## config.mk

```make
export PLATFORM = sky130hd
export DESIGN_NAME = ppsr_regs
export DESIGN_NICKNAME = d
export VERILOG_FILES = /design/src/logic/ppsr_pkg.sv /design/src/logic/ppsr_evt_flag.sv /design/src/logic/ppsr_regs.sv
export SDC_FILE = /design/constraint.sdc
export NUM_CORES = 1
export LEC_CHECK = 0
export BUFFER_PORTS_ARGS = -buffer_cell sky130_fd_sc_hd__buf_2
export CAP_MARGIN = 20
export CORE_ASPECT_RATIO = 0.9
export CORE_UTILIZATION = 56
export CTS_BUF_LIST = sky130_fd_sc_hd__clkbuf_16
export CTS_CLUSTER_SIZE = 16
export DETAILED_ROUTE_END_ITERATION = 10
export PLACE_DENSITY = 0.85
export REMOVE_ABC_BUFFERS = 1
export SKIP_LAST_GASP = 1
export SLEW_MARGIN = 20
export SYNTH_ARGS = -nofsm -noshare
export SYNTH_HDL_FRONTEND = slang
export SYNTH_SLANG_ARGS = --single-unit
```

## constraint.sdc

```tcl
create_clock -name clock -period 8.2 [get_ports clock]
set_input_delay 0.82 -clock clock [delete_from_list [all_inputs] [get_ports clock]]
set_output_delay 0.82 -clock clock [all_outputs]
set_load 0.01 [all_outputs]
```

## src/logic/ppsr_pkg.sv

```systemverilog
// Purpose: Constants of the per-port status and interrupt register set
// Assumes: Registers are 16 bits wide, one per Avalon word, addressed by index
// Notes: Offsets are register indices below the port number nibble
package ppsr_pkg;

	localparam int REG_W = 16;
	localparam int BUS_W = 32;
	localparam int ADDR_W = 16;
	localparam int NUM_EVT = 8;

	// Register indices within a port page; port number is the upper nibble
	localparam logic [11:0] IDX_SYM_ERR = 12'h12a;
	localparam logic [11:0] IDX_INT = 12'h136;
	localparam logic [11:0] IDX_XOVER = 12'h138;
	localparam logic [11:0] IDX_CTRL = 12'h13e;

	// Interrupt register layout
	localparam int INT_EN_LSB = 8;
	localparam int EV_JABBER = 7;
	localparam int EV_RX_ERR = 6;
	localparam int EV_PAGE_RX = 5;
	localparam int EV_PD_FAULT = 4;
	localparam int EV_LP_ACK = 3;
	localparam int EV_LINK_DOWN = 2;
	localparam int EV_REM_FAULT = 1;
	localparam int EV_LINK_UP = 0;

	// Crossover register layout
	localparam int FORCED_WIRING_BIT = 7;
	localparam int XOVER_OFF_BIT = 6;

	// Control register layout
	localparam int JAB_EN_BIT = 9;
	localparam int SPD_1000_BIT = 6;
	localparam int SPD_100_BIT = 5;
	localparam int SPD_10_BIT = 4;
	localparam int DUPLEX_BIT = 3;
	localparam int MASTER_BIT = 2;
	localparam int RSV_RC_BIT = 1;
	localparam logic [15:0] CTRL_WR_MASK = 16'hf382;

	// Reset values and the count saturation limit
	localparam logic [15:0] SYM_ERR_RST = 16'h0000;
	localparam logic [7:0] INT_EN_RST = 8'h00;
	localparam logic [15:0] XOVER_RST = 16'h0000;
	localparam logic [15:0] CTRL_RST = 16'h0300;
	localparam logic [15:0] CNT_MAX = 16'hffff;

endpackage : ppsr_pkg

```

## src/logic/ppsr_evt_flag.sv

```systemverilog
// Purpose: One sticky event flag, set by a pulse, cleared by a register read
// Assumes: Set and clear come from logic on the same clock
// Notes: A set in the clearing cycle wins, so no event is lost
`timescale 1ns/1ps
module ppsr_evt_flag (
	input wire logic clock,
	input wire logic nrst,
	input wire logic set,
	input wire logic clr,
	output logic flag_ff
);

	always_ff @(posedge clock) begin
		if (!nrst) begin
			flag_ff <= 1'b0;
		end else if (set) begin
			flag_ff <= 1'b1;
		end else if (clr) begin
			flag_ff <= 1'b0;
		end
	end

	set_wins_a: assert property (@(posedge clock) disable iff (!nrst)
		set |=> flag_ff) else $error("event flag missed a set");

endmodule : ppsr_evt_flag

```

## src/logic/ppsr_regs.sv

```systemverilog
// Purpose: Per-port status, interrupt and crossover registers on an Avalon-MM slave
// Assumes: Event and status inputs come from transceiver logic on the same clock
// Notes: Every access takes two cycles; clear-on-read acts at the first edge
//
// Added by the designer: the Avalon-MM register port.
`timescale 1ns/1ps
module ppsr_regs #(
	parameter logic [3:0] PORT_NUM = 4'h1
) (
	input wire logic clock,
	input wire logic nrst,
	input wire logic [15:0] avs_address,
	input wire logic avs_read,
	input wire logic avs_write,
	input wire logic [31:0] avs_writedata,
	input wire logic [3:0] avs_byteenable,
	output logic [31:0] avs_readdata,
	output logic avs_waitrequest,
	input wire logic receive_symbol_error,
	input wire logic [7:0] event_pulse,
	input wire logic speed_1000,
	input wire logic speed_100,
	input wire logic speed_10,
	input wire logic full_duplex,
	input wire logic gig_master,
	input wire logic auto_wiring_mdi,
	output logic auto_xover_off,
	output logic wiring_mdi,
	output logic jabber_count_en,
	output logic irq
);

	logic ack_ff;
	logic [31:0] rdata_ff;
	logic [15:0] sym_cnt_ff;
	logic [15:0] nxt_sym_cnt;
	logic [7:0] int_en_ff;
	logic [7:0] flags;
	logic [15:0] xover_ff;
	logic [15:0] ctrl_ff;
	logic [15:0] nxt_ctrl;
	logic port_hit;
	logic sel_sym;
	logic sel_int;
	logic sel_xover;
	logic sel_ctrl;
	logic rd_take;
	logic wr_take;
	logic [15:0] wmask;
	logic [15:0] rd_mux;
	logic [15:0] ctrl_view;

	// Address decode on the port page
	assign port_hit = avs_address[15:12] == PORT_NUM;
	assign sel_sym = port_hit && avs_address[11:0] == ppsr_pkg::IDX_SYM_ERR;
	assign sel_int = port_hit && avs_address[11:0] == ppsr_pkg::IDX_INT;
	assign sel_xover = port_hit && avs_address[11:0] == ppsr_pkg::IDX_XOVER;
	assign sel_ctrl = port_hit && avs_address[11:0] == ppsr_pkg::IDX_CTRL;

	// Read side effects at the first edge, write at the second
	assign rd_take = avs_read && !ack_ff;
	assign wr_take = avs_write && ack_ff;
	assign avs_waitrequest = (avs_read || avs_write) && !ack_ff;
	assign avs_readdata = rdata_ff;
	assign wmask = {{8{avs_byteenable[1]}}, {8{avs_byteenable[0]}}};

	always_ff @(posedge clock) begin
		if (!nrst) begin
			ack_ff <= 1'b0;
		end else begin
			ack_ff <= (avs_read || avs_write) && !ack_ff;
		end
	end

	// Status view of the control register
	always_comb begin
		ctrl_view = ctrl_ff;
		ctrl_view[11:10] = 2'h0;
		ctrl_view[0] = 1'b0;
		ctrl_view[ppsr_pkg::SPD_1000_BIT] = speed_1000;
		ctrl_view[ppsr_pkg::SPD_100_BIT] = speed_100;
		ctrl_view[ppsr_pkg::SPD_10_BIT] = speed_10;
		ctrl_view[ppsr_pkg::DUPLEX_BIT] = full_duplex;
		ctrl_view[ppsr_pkg::MASTER_BIT] = gig_master;
	end

	always_comb begin
		rd_mux = 16'h0000;
		if (sel_sym) begin
			rd_mux = sym_cnt_ff;
		end else if (sel_int) begin
			rd_mux = {int_en_ff, flags};
		end else if (sel_xover) begin
			rd_mux = xover_ff;
		end else if (sel_ctrl) begin
			rd_mux = ctrl_view;
		end
	end

	// Unmapped reads return zero
	always_ff @(posedge clock) begin
		if (!nrst) begin
			rdata_ff <= 32'h0000_0000;
		end else if (rd_take) begin
			rdata_ff <= {16'h0000, rd_mux};
		end
	end

	always_comb begin
		nxt_sym_cnt = sym_cnt_ff;
		if (rd_take && sel_sym) begin
			nxt_sym_cnt = ppsr_pkg::SYM_ERR_RST;
		end
		if (receive_symbol_error && nxt_sym_cnt != ppsr_pkg::CNT_MAX) begin
			nxt_sym_cnt = nxt_sym_cnt + 16'h0001;
		end
	end

	always_ff @(posedge clock) begin
		if (!nrst) begin
			sym_cnt_ff <= ppsr_pkg::SYM_ERR_RST;
		end else begin
			sym_cnt_ff <= nxt_sym_cnt;
		end
	end

	always_ff @(posedge clock) begin
		if (!nrst) begin
			int_en_ff <= ppsr_pkg::INT_EN_RST;
		end else if (wr_take && sel_int && avs_byteenable[1]) begin
			int_en_ff <= avs_writedata[15:ppsr_pkg::INT_EN_LSB];
		end
	end

	// sticky flags, latched regardless of enables
	genvar gi;
	generate
		for (gi = 0; gi < ppsr_pkg::NUM_EVT; gi++) begin : g_flag
			ppsr_evt_flag u_flag (
				.clock(clock),
				.nrst(nrst),
				.set(event_pulse[gi]),
				.clr(rd_take && sel_int),
				.flag_ff(flags[gi])
			);
		end
	endgenerate

	// level request from flagged and enabled sources
	assign irq = |(flags & int_en_ff);

	// crossover register stores every written bit
	always_ff @(posedge clock) begin
		if (!nrst) begin
			xover_ff <= ppsr_pkg::XOVER_RST;
		end else if (wr_take && sel_xover) begin
			xover_ff <= (xover_ff & ~wmask) | (avs_writedata[15:0] & wmask);
		end
	end

	assign auto_xover_off = xover_ff[ppsr_pkg::XOVER_OFF_BIT];
	// forced mode only while automatic crossover is off
	assign wiring_mdi = auto_xover_off ? xover_ff[ppsr_pkg::FORCED_WIRING_BIT] : auto_wiring_mdi;

	always_comb begin
		nxt_ctrl = ctrl_ff;
		if (rd_take && sel_ctrl) begin
			nxt_ctrl[ppsr_pkg::RSV_RC_BIT] = 1'b0;
		end
		if (wr_take && sel_ctrl) begin
			nxt_ctrl = (ctrl_ff & ~(wmask & ppsr_pkg::CTRL_WR_MASK))
				| (avs_writedata[15:0] & wmask & ppsr_pkg::CTRL_WR_MASK);
		end
	end

	always_ff @(posedge clock) begin
		if (!nrst) begin
			ctrl_ff <= ppsr_pkg::CTRL_RST;
		end else begin
			ctrl_ff <= nxt_ctrl;
		end
	end

	assign jabber_count_en = ctrl_ff[ppsr_pkg::JAB_EN_BIT];

	// Checks on the register behaviour

	// count rises by one per flagged frame
	sym_cnt_inc_a: assert property (@(posedge clock) disable iff (!nrst)
		receive_symbol_error && !rd_take && sym_cnt_ff != ppsr_pkg::CNT_MAX
		|=> sym_cnt_ff == $past(sym_cnt_ff) + 16'h0001)
		else $error("symbol error count did not step");

	// read returns the count then clears it
	sym_cnt_clr_a: assert property (@(posedge clock) disable iff (!nrst)
		rd_take && sel_sym && !receive_symbol_error
		|=> sym_cnt_ff == 16'h0000 && rdata_ff[15:0] == $past(sym_cnt_ff))
		else $error("symbol error count read not cleared");

	// enables follow a write to the upper byte
	int_en_wr_a: assert property (@(posedge clock) disable iff (!nrst)
		wr_take && sel_int && avs_byteenable[1]
		|=> int_en_ff == $past(avs_writedata[15:8]))
		else $error("interrupt enables not written");

	// enables stay zero until software writes them
	int_en_rst_a: assert property (@(posedge clock)
		!nrst |=> int_en_ff == 8'h00)
		else $error("interrupt enables not zero after reset");

	// a read of the flags clears them unless an event hits
	flag_clr_a: assert property (@(posedge clock) disable iff (!nrst)
		rd_take && sel_int && event_pulse == 8'h00 |=> flags == 8'h00 ##1 ack_ff == 1'b0)
		else $error("event flags not cleared by read");

	jab_hold_a: assert property (@(posedge clock) disable iff (!nrst)
		event_pulse[ppsr_pkg::EV_JABBER] ##1 !(rd_take && sel_int)
		|=> flags[ppsr_pkg::EV_JABBER])
		else $error("jabber flag lost before read");

	// forced wiring mode drives the output
	wiring_force_a: assert property (@(posedge clock) disable iff (!nrst)
		auto_xover_off |-> wiring_mdi == xover_ff[ppsr_pkg::FORCED_WIRING_BIT])
		else $error("forced wiring mode not applied");

	// forced bit ignored under automatic crossover
	wiring_auto_a: assert property (@(posedge clock) disable iff (!nrst)
		!xover_ff[ppsr_pkg::XOVER_OFF_BIT] |-> wiring_mdi == auto_wiring_mdi)
		else $error("automatic wiring mode overridden");

	// crossover off follows a write of bit 6
	xover_wr_a: assert property (@(posedge clock) disable iff (!nrst)
		wr_take && sel_xover && avs_byteenable[0]
		|=> auto_xover_off == $past(avs_writedata[ppsr_pkg::XOVER_OFF_BIT]))
		else $error("crossover disable not written");

	ctrl_rst_a: assert property (@(posedge clock)
		!nrst |=> ctrl_ff == ppsr_pkg::CTRL_RST && jabber_count_en)
		else $error("control register reset value wrong");

	// jabber counter enable written by software
	jab_en_wr_a: assert property (@(posedge clock) disable iff (!nrst)
		wr_take && sel_ctrl && avs_byteenable[1]
		|=> jabber_count_en == $past(avs_writedata[ppsr_pkg::JAB_EN_BIT]))
		else $error("jabber counter enable not written");

	ctrl_stat_a: assert property (@(posedge clock) disable iff (!nrst)
		rd_take && sel_ctrl |=> rdata_ff[6] == $past(speed_1000) && rdata_ff[5] == $past(speed_100)
		&& rdata_ff[4] == $past(speed_10) && rdata_ff[3] == $past(full_duplex)
		&& rdata_ff[2] == $past(gig_master))
		else $error("control status bits wrong");

	irq_set_a: assert property (@(posedge clock) disable iff (!nrst)
		(event_pulse & int_en_ff) != 8'h00 && !(wr_take && sel_int) |=> irq)
		else $error("interrupt request not raised");

	en_keep_a: assert property (@(posedge clock) disable iff (!nrst)
		rd_take && sel_int |=> $stable(int_en_ff))
		else $error("enables changed by read");

	// count holds without an event or a read
	sym_cnt_hold_a: assert property (@(posedge clock) disable iff (!nrst)
		!receive_symbol_error && !(rd_take && sel_sym) |=> $stable(sym_cnt_ff))
		else $error("symbol error count changed unprompted");

	sym_cnt_sat_a: assert property (@(posedge clock) disable iff (!nrst)
		sym_cnt_ff == ppsr_pkg::CNT_MAX && !(rd_take && sel_sym) |=> sym_cnt_ff == ppsr_pkg::CNT_MAX)
		else $error("symbol error count wrapped");

	// enables change only on a write
	int_en_keep_a: assert property (@(posedge clock) disable iff (!nrst)
		!(wr_take && sel_int && avs_byteenable[1]) |=> $stable(int_en_ff))
		else $error("interrupt enables changed without a write");

	flag_rd_a: assert property (@(posedge clock) disable iff (!nrst)
		rd_take && sel_int |=> rdata_ff[15:0] == {$past(int_en_ff), $past(flags)})
		else $error("interrupt register read data wrong");

	// flags hold without an event or a read
	flag_hold_a: assert property (@(posedge clock) disable iff (!nrst)
		event_pulse == 8'h00 && !(rd_take && sel_int) |=> $stable(flags))
		else $error("event flags changed unprompted");

	// every event latches, enabled or not
	flag_set_a: assert property (@(posedge clock) disable iff (!nrst)
		event_pulse != 8'h00 |=> (flags & $past(event_pulse)) == $past(event_pulse))
		else $error("event flag not latched");

	// request drops once flags are read
	irq_clr_a: assert property (@(posedge clock) disable iff (!nrst)
		rd_take && sel_int && event_pulse == 8'h00 |=> !irq)
		else $error("interrupt request held after read");

	// crossover register changes only on a write
	xover_keep_a: assert property (@(posedge clock) disable iff (!nrst)
		!(wr_take && sel_xover) |=> $stable(xover_ff))
		else $error("crossover register changed without a write");

	// crossover read returns every stored bit
	xover_rd_a: assert property (@(posedge clock) disable iff (!nrst)
		rd_take && sel_xover |=> rdata_ff[15:0] == $past(xover_ff))
		else $error("crossover register read data wrong");

	// jabber counter enable changes only on a write
	jab_en_keep_a: assert property (@(posedge clock) disable iff (!nrst)
		!(wr_take && sel_ctrl) |=> $stable(jabber_count_en))
		else $error("jabber counter enable changed without a write");

	ctrl_rsv_wr_a: assert property (@(posedge clock) disable iff (!nrst)
		wr_take && sel_ctrl && avs_byteenable[1] && avs_byteenable[0]
		|=> ctrl_ff[8:7] == $past(avs_writedata[8:7]))
		else $error("reserved control bits not written");

	// Control bit 1 cleared by its read
	ctrl_rc_a: assert property (@(posedge clock) disable iff (!nrst)
		rd_take && sel_ctrl |=> !ctrl_ff[ppsr_pkg::RSV_RC_BIT])
		else $error("control bit 1 not cleared by read");

	// Unstored control bits 11:10 and 0 read zero
	ctrl_ro_a: assert property (@(posedge clock) disable iff (!nrst)
		rd_take && sel_ctrl |=> rdata_ff[11:10] == 2'h0 && !rdata_ff[0])
		else $error("unstored control bits not zero");

	// Unmapped reads return zero
	rd_zero_a: assert property (@(posedge clock) disable iff (!nrst)
		rd_take && !sel_sym && !sel_int && !sel_xover && !sel_ctrl |=> rdata_ff == 32'h0000_0000)
		else $error("unmapped read not zero");

	// Upper half of read data is always zero
	rd_upper_a: assert property (@(posedge clock) disable iff (!nrst)
		rd_take |=> rdata_ff[31:16] == 16'h0000)
		else $error("upper read data not zero");

	// Writes to another port change nothing
	wr_other_a: assert property (@(posedge clock) disable iff (!nrst)
		wr_take && !port_hit |=> $stable(xover_ff) && $stable(ctrl_ff) && $stable(int_en_ff))
		else $error("write to another port took effect");

	// Bus answer comes one cycle after the request
	bus_ack_a: assert property (@(posedge clock) disable iff (!nrst)
		(avs_read || avs_write) && avs_waitrequest |=> !avs_waitrequest)
		else $error("waitrequest held too long");

endmodule : ppsr_regs

```

## After elaboration in Yosys (flattened, before gate mapping)

Cells that the tools add are included.

- Register bits after elaboration: 81
- Input port bits: 71
- Output and inout port bits: 37
- Word-level logic and storage cells: 75

- Add/subtract/negate cells: 1
- Equality and inequality tests: 6
- Mux-type cells: 18
- Bitwise gates (word level): 8
- Reductions and logical operators: 27

Operators with widths:

| operator | number |
|---|---|
| 2-to-1 mux 16 bit | 6 |
| bitwise AND 16 bit | 3 |
| equality test 12 x 9 -> 1 bit (second input constant) | 4 |
| inverter 16 bit | 2 |
| OR 16 bit | 2 |
| nonzero test 2 bit | 9 |
| adder 16 x 1 -> 16 bit (second input constant) | 1 |
| != test 16 bit (second input constant) | 1 |
| logical AND 1 bit | 15 |
| 2-to-1 mux 1 bit | 11 |
| bitwise AND 8 bit | 1 |
| OR reduction 8 bit | 1 |
| equality test 4 x 1 -> 1 bit (second input constant) | 1 |
| 2-to-1 mux 2 bit | 1 |
| logical NOT 1 bit | 1 |
| logical OR 1 bit | 1 |

## Logic depth before layout (Yosys ltp)

- Depth in word-level cells: 7
- Mapped depth: 12
- Mapped depth without buffers: 10

## Cells and area by module

A second synthesis with hierarchy kept.

- Cells, all modules: 423
- Area total of the unflattened synthesis: 3658.5 um^2

Modules (own cells, without submodules):

| module | times used | cells an instance | area each (um^2) | seq. area each (um^2) |
|---|---|---|---|---|
| ppsr_regs | 1 | 399 | 3328.2 | 1301.2 |
| ppsr_evt_flag | 8 | 3 | 41.3 | 20.0 |

## Least setup slack after synthesis

OpenSTA, ideal clock, no wires.

- Path kind: input port to flip-flop
- Start point: input avs_address[2]
- End point: register sym_cnt_ff[6]
- Setup time: 0.070 ns
- Data arrival time: 3.154 ns
- Required time: 8.130 ns
- Slack: 4.977 ns
- Cell stages on the path: 12
- Buffers on the path: 2
- Path through: buf_2 -> nor4bb_1 -> nand4_1 -> or2_2 -> and2_1 -> ha_1 -> nand4_1 -> or4_1 -> buf_6 -> o21ai_2 -> or4_1 -> a21oi_1

- Longest elaborated chain between the ends: 7
- Elaborated cells on any way between the ends: 8
- Those cells by class: 1 x add/sub; 2 x eq/ne; 2 x mux; 3 x reduce/logical

RTL lines:

| what | line | text |
|---|---|---|
| from (decl) | ppsr_regs.sv:12 | `input wire logic [15:0] avs_address,` |
| equality test 12 x 9 -> 1 bit (*) | ppsr_regs.sv:55 | `assign sel_sym = port_hit && avs_address[11:0] == ppsr_pkg::IDX_SYM_ERR;` |
| logical AND 1 bit (*) | ppsr_regs.sv:55 |  |
| logical AND 1 bit (*) | ppsr_regs.sv:111 | `if (rd_take && sel_sym) begin` |
| 2-to-1 mux 16 bit (*) | ppsr_regs.sv:111 |  |
| branches (longest 2 deep; another with adder 16 x 1 -> 16 bit) | n/a |  |
| 2-to-1 mux 16 bit (*) | ppsr_regs.sv:114 | `if (receive_symbol_error && nxt_sym_cnt != ppsr_pkg::CNT_MAX) begin` |
| to (signal assigned) | ppsr_regs.sv:121 | `sym_cnt_ff <= ppsr_pkg::SYM_ERR_RST;` |
| to (signal assigned) | ppsr_regs.sv:123 | `sym_cnt_ff <= nxt_sym_cnt;` |
| to (decl) | ppsr_regs.sv:35 | `logic [15:0] sym_cnt_ff;` |

Every way passes the cells marked *.
A chain may end at the register's enable or synchronous reset.

## Final worst setup path

- Start point: input avs_address[3]
- End point: register sym_cnt_ff[6]

Same word-level chain as after synthesis.

==> results.cfg <==
[pwr]
netSwitchingFraction = 0.2379
worst_case_vdd_ir_drop_v = 0.0001491
clock_power_share = 0.473
power_per_cell_area_nw_per_um2 = 181.6
share_of_power_burned_in_registers = 0.452
p_comb_frac = 0.076
pleak_nw = 1.726
netSwitchingPower_mw = 0.1916
internal_power_mw = 0.6139

[route]
drtIter0Drc = 286
avgViaCountPerCell = 5.770
route.detailed.drc = 0
wl_per_cell_um = 15.95
dr.pass1.iters = 5
drt_wl_total_um = 9652
final_antenna_net_count = 0
vias = 3491

[floorplan]
die_width_um = 89.67
initial_utilization = 0.5850
fp.dieArea_sq_um = 7254
placementRows = 28
coreArea_sq_um = 6621
die-height_um = 80.90
boundaryPins = 108

[setup_path]
worst_ep_arrival_time_ns = 4.02
worst-endpoint-required_ns = 8.46
timing.critical_path.to_type = register
cp-start-kind = input port
timing.setup.critical_path_class = input port to register
ff2ff_setup_slack_ns = 5.42
worst-path-max-fanout = 33

[clocking]
clk_path_buf_depth = 2
ctsHtreeMaxLevel = 3
cts.reportedPaths.clkPinSlew_ns = 0.06
cts_hold_buf = 0
tritoncts = yes
clk_sink_count = 73
clock_latency_ns = 0.33
postCtsResizedCells = 0
post_cts.repair.setup_buffers = 0
cts_made_buffers = 9
clk_root_buffer_cell = clkbuf_16

[yosys]
syn_inst = 453
synth_most_common_cell = dfxtp_1
ys_async_sr_fraction = 0
ys_top_cells_by_count = dfxtp_1, nand2_1, nor2_1
synth-seq-cells = 73
top_cell_type_by_total_area_after_synthesis = dfxtp_1
post_synth_instance_area_sq_um = 3874
post-synth-top-area-fraction = 0.3773
post_synth_main_area_contributors = dfxtp_1, mux2i_1, nand2_1, nor2b_1, nor2_1
synth_edf_count = 0
yosys.cell_types.count = 53
synth_flop_cell = dfxtp_1
syn_area_per_cell_sq_um = 8.551
synth-seq-area-share = 0.3773
ys.warnings.count = 0

[global_routing]
grt_util_all_layers = 0.2847
gr-total-overflow = 0
antenna_found_initial = 0
first_pass_grt_wire_length_um = 15280
grt_max_degree = 48
via_count_of_the_first_global_routing_pass = 3145

[timing]
final_min_period_over_clock_period = 0.4582
rsz0062_at_grt = false
holdWs_ns = 0.4500
rel_slew_slack = 0.5262
final-max-slew-violation-count = 0
setup_tns_ns = 0
fmax_mhz = 266.1
post_layout_minimum_cycle_time_ns = 3.757
max_slew.worst_pin.slew_ns = 0.7086
report.final.setup_viol = 0
finalHoldViolations = 0
timing.clock.skew_ns = 0.004236

[final_layout]
fin_nets = 582
syn2layout_area_growth_pct = 14.54
antenna_cells_inserted = 0
drive_gt1_frac = 0.2252

[placed_design]
gpl.final_weighted_congestion = 0.8440
port_buffers = 73
post-dp-hpwl_um = 6873

[status]
status = complete, no violations

[flow_run]
timing.max_cap.violations = 0

[min_path]
holdCritPathClass = register to register
stage by stage:
| stage | instances | setup WS, ns | utilization | area (sq um) | power, mW |
|---|---|---|---|---|---|
| 6_report | 605 | 4.443 | 0.6701 | 4437 | 0.8055 |
| 5_1_grt | 605 | 4.285 | 0.6701 | 4437 | 0.8301 |
| 4_1_cts | 605 | 4.521 | 0.6697 | 4434 | 0.8067 |
| 3_5_place_dp | 589 | 4.180 | 0.6266 | 4149 | 0.4312 |
| 3_3_place_gp | 589 | 4.283 | 0.6266 | 4149 | 0.4289 |
| 2_1_floorplan | 426 | 4.913 | - | 3671 | 0.3990 |
area by class of cell:
class / count / area (sq um)
clock buffers: 9 / 225.2
clock inverters: 7 / 60.06
fillers: 545 / 2185
multi-input cells: 353 / 2212
flip-flops and latches: 73 / 1461
well taps: 90 / 112.6
repair buffers: 73 / 365.4
placed cells by master (no fill, tap or decap), types with 6 or more instances in the layout:
cell type	instances
nand4_1	8
buf_2	73
a21oi_2	8
a21oi_1	34
xor2_1	6
nand2_1	68
nor2_1	46
dfxtp_1	73
conb_1	16
nand2b_1	6
nand3_1	12
clkbuf_16	9
nor2b_1	37
o41ai_1	9
mux2i_1	33
critical path: stages:
cell and delay, ns:
buf_2 0.47, nor4bb_1 0.37, nand4_1 0.21, or2_2 0.36, and2_1 0.17, ha_1 0.25
nand4_1 0.17, or4_1 0.41, o21ai_2 0.16, or4_1 0.48, a21oi_1 0.14
power groups by stage:
stage / Clock, mW / Sequential, mW / Combinational [mW]
2_1_floorplan: 0 / 0.369 / 0.0295
3_5_place_dp: 0 / 0.371 / 0.0599
3_3_place_gp: 0 / 0.371 / 0.0580
4_1_cts: 0.383 / 0.363 / 0.0602
5_1_grt: 0.399 / 0.364 / 0.0668
6_report: 0.381 / 0.364 / 0.0608
final timing paths:
path | startpoint | depth (start not counted) | end
worst max-delay path | avs_address[3] | 11 | sym_cnt_ff[6]
worst min-delay path | avs_readdata[0] | 2 | avs_readdata[0]
worst max register to register | ack_ff | 9 | sym_cnt_ff[6]
worst min register to register | avs_readdata[0] | 2 | avs_readdata[0]
layer usage:
metal,part of all wire,vias up,track usage
met5,0,-,0
met4,0.028,0,0.1063
li1,-,1666,-
met1,0.43,1637,0.3707
met3,0.073,28,0.07622
met2,0.47,160,0.4508
logic make-up (layout without fill, tap and decap cells):
group | count (synthesis) | count (layout) | share of synthesized area
AO/OA/AOI/OAI | 81 | 81 | 0.1499
XOR/XNOR | 6 | 6 | 0.01357
adder cells (fa/ha/maj) | 1 | 1 | 0.003229
buffers and inverters | 42 | 89 | 0.06686
flip-flops | 73 | 73 | 0.3773
multiplexers | 34 | 34 | 0.08818
other | 1 | 16 | 0.0009681
AND/OR/NAND/NOR | 215 | 215 | 0.3001
No activity file was read; power rests on OpenSTA's default activity.
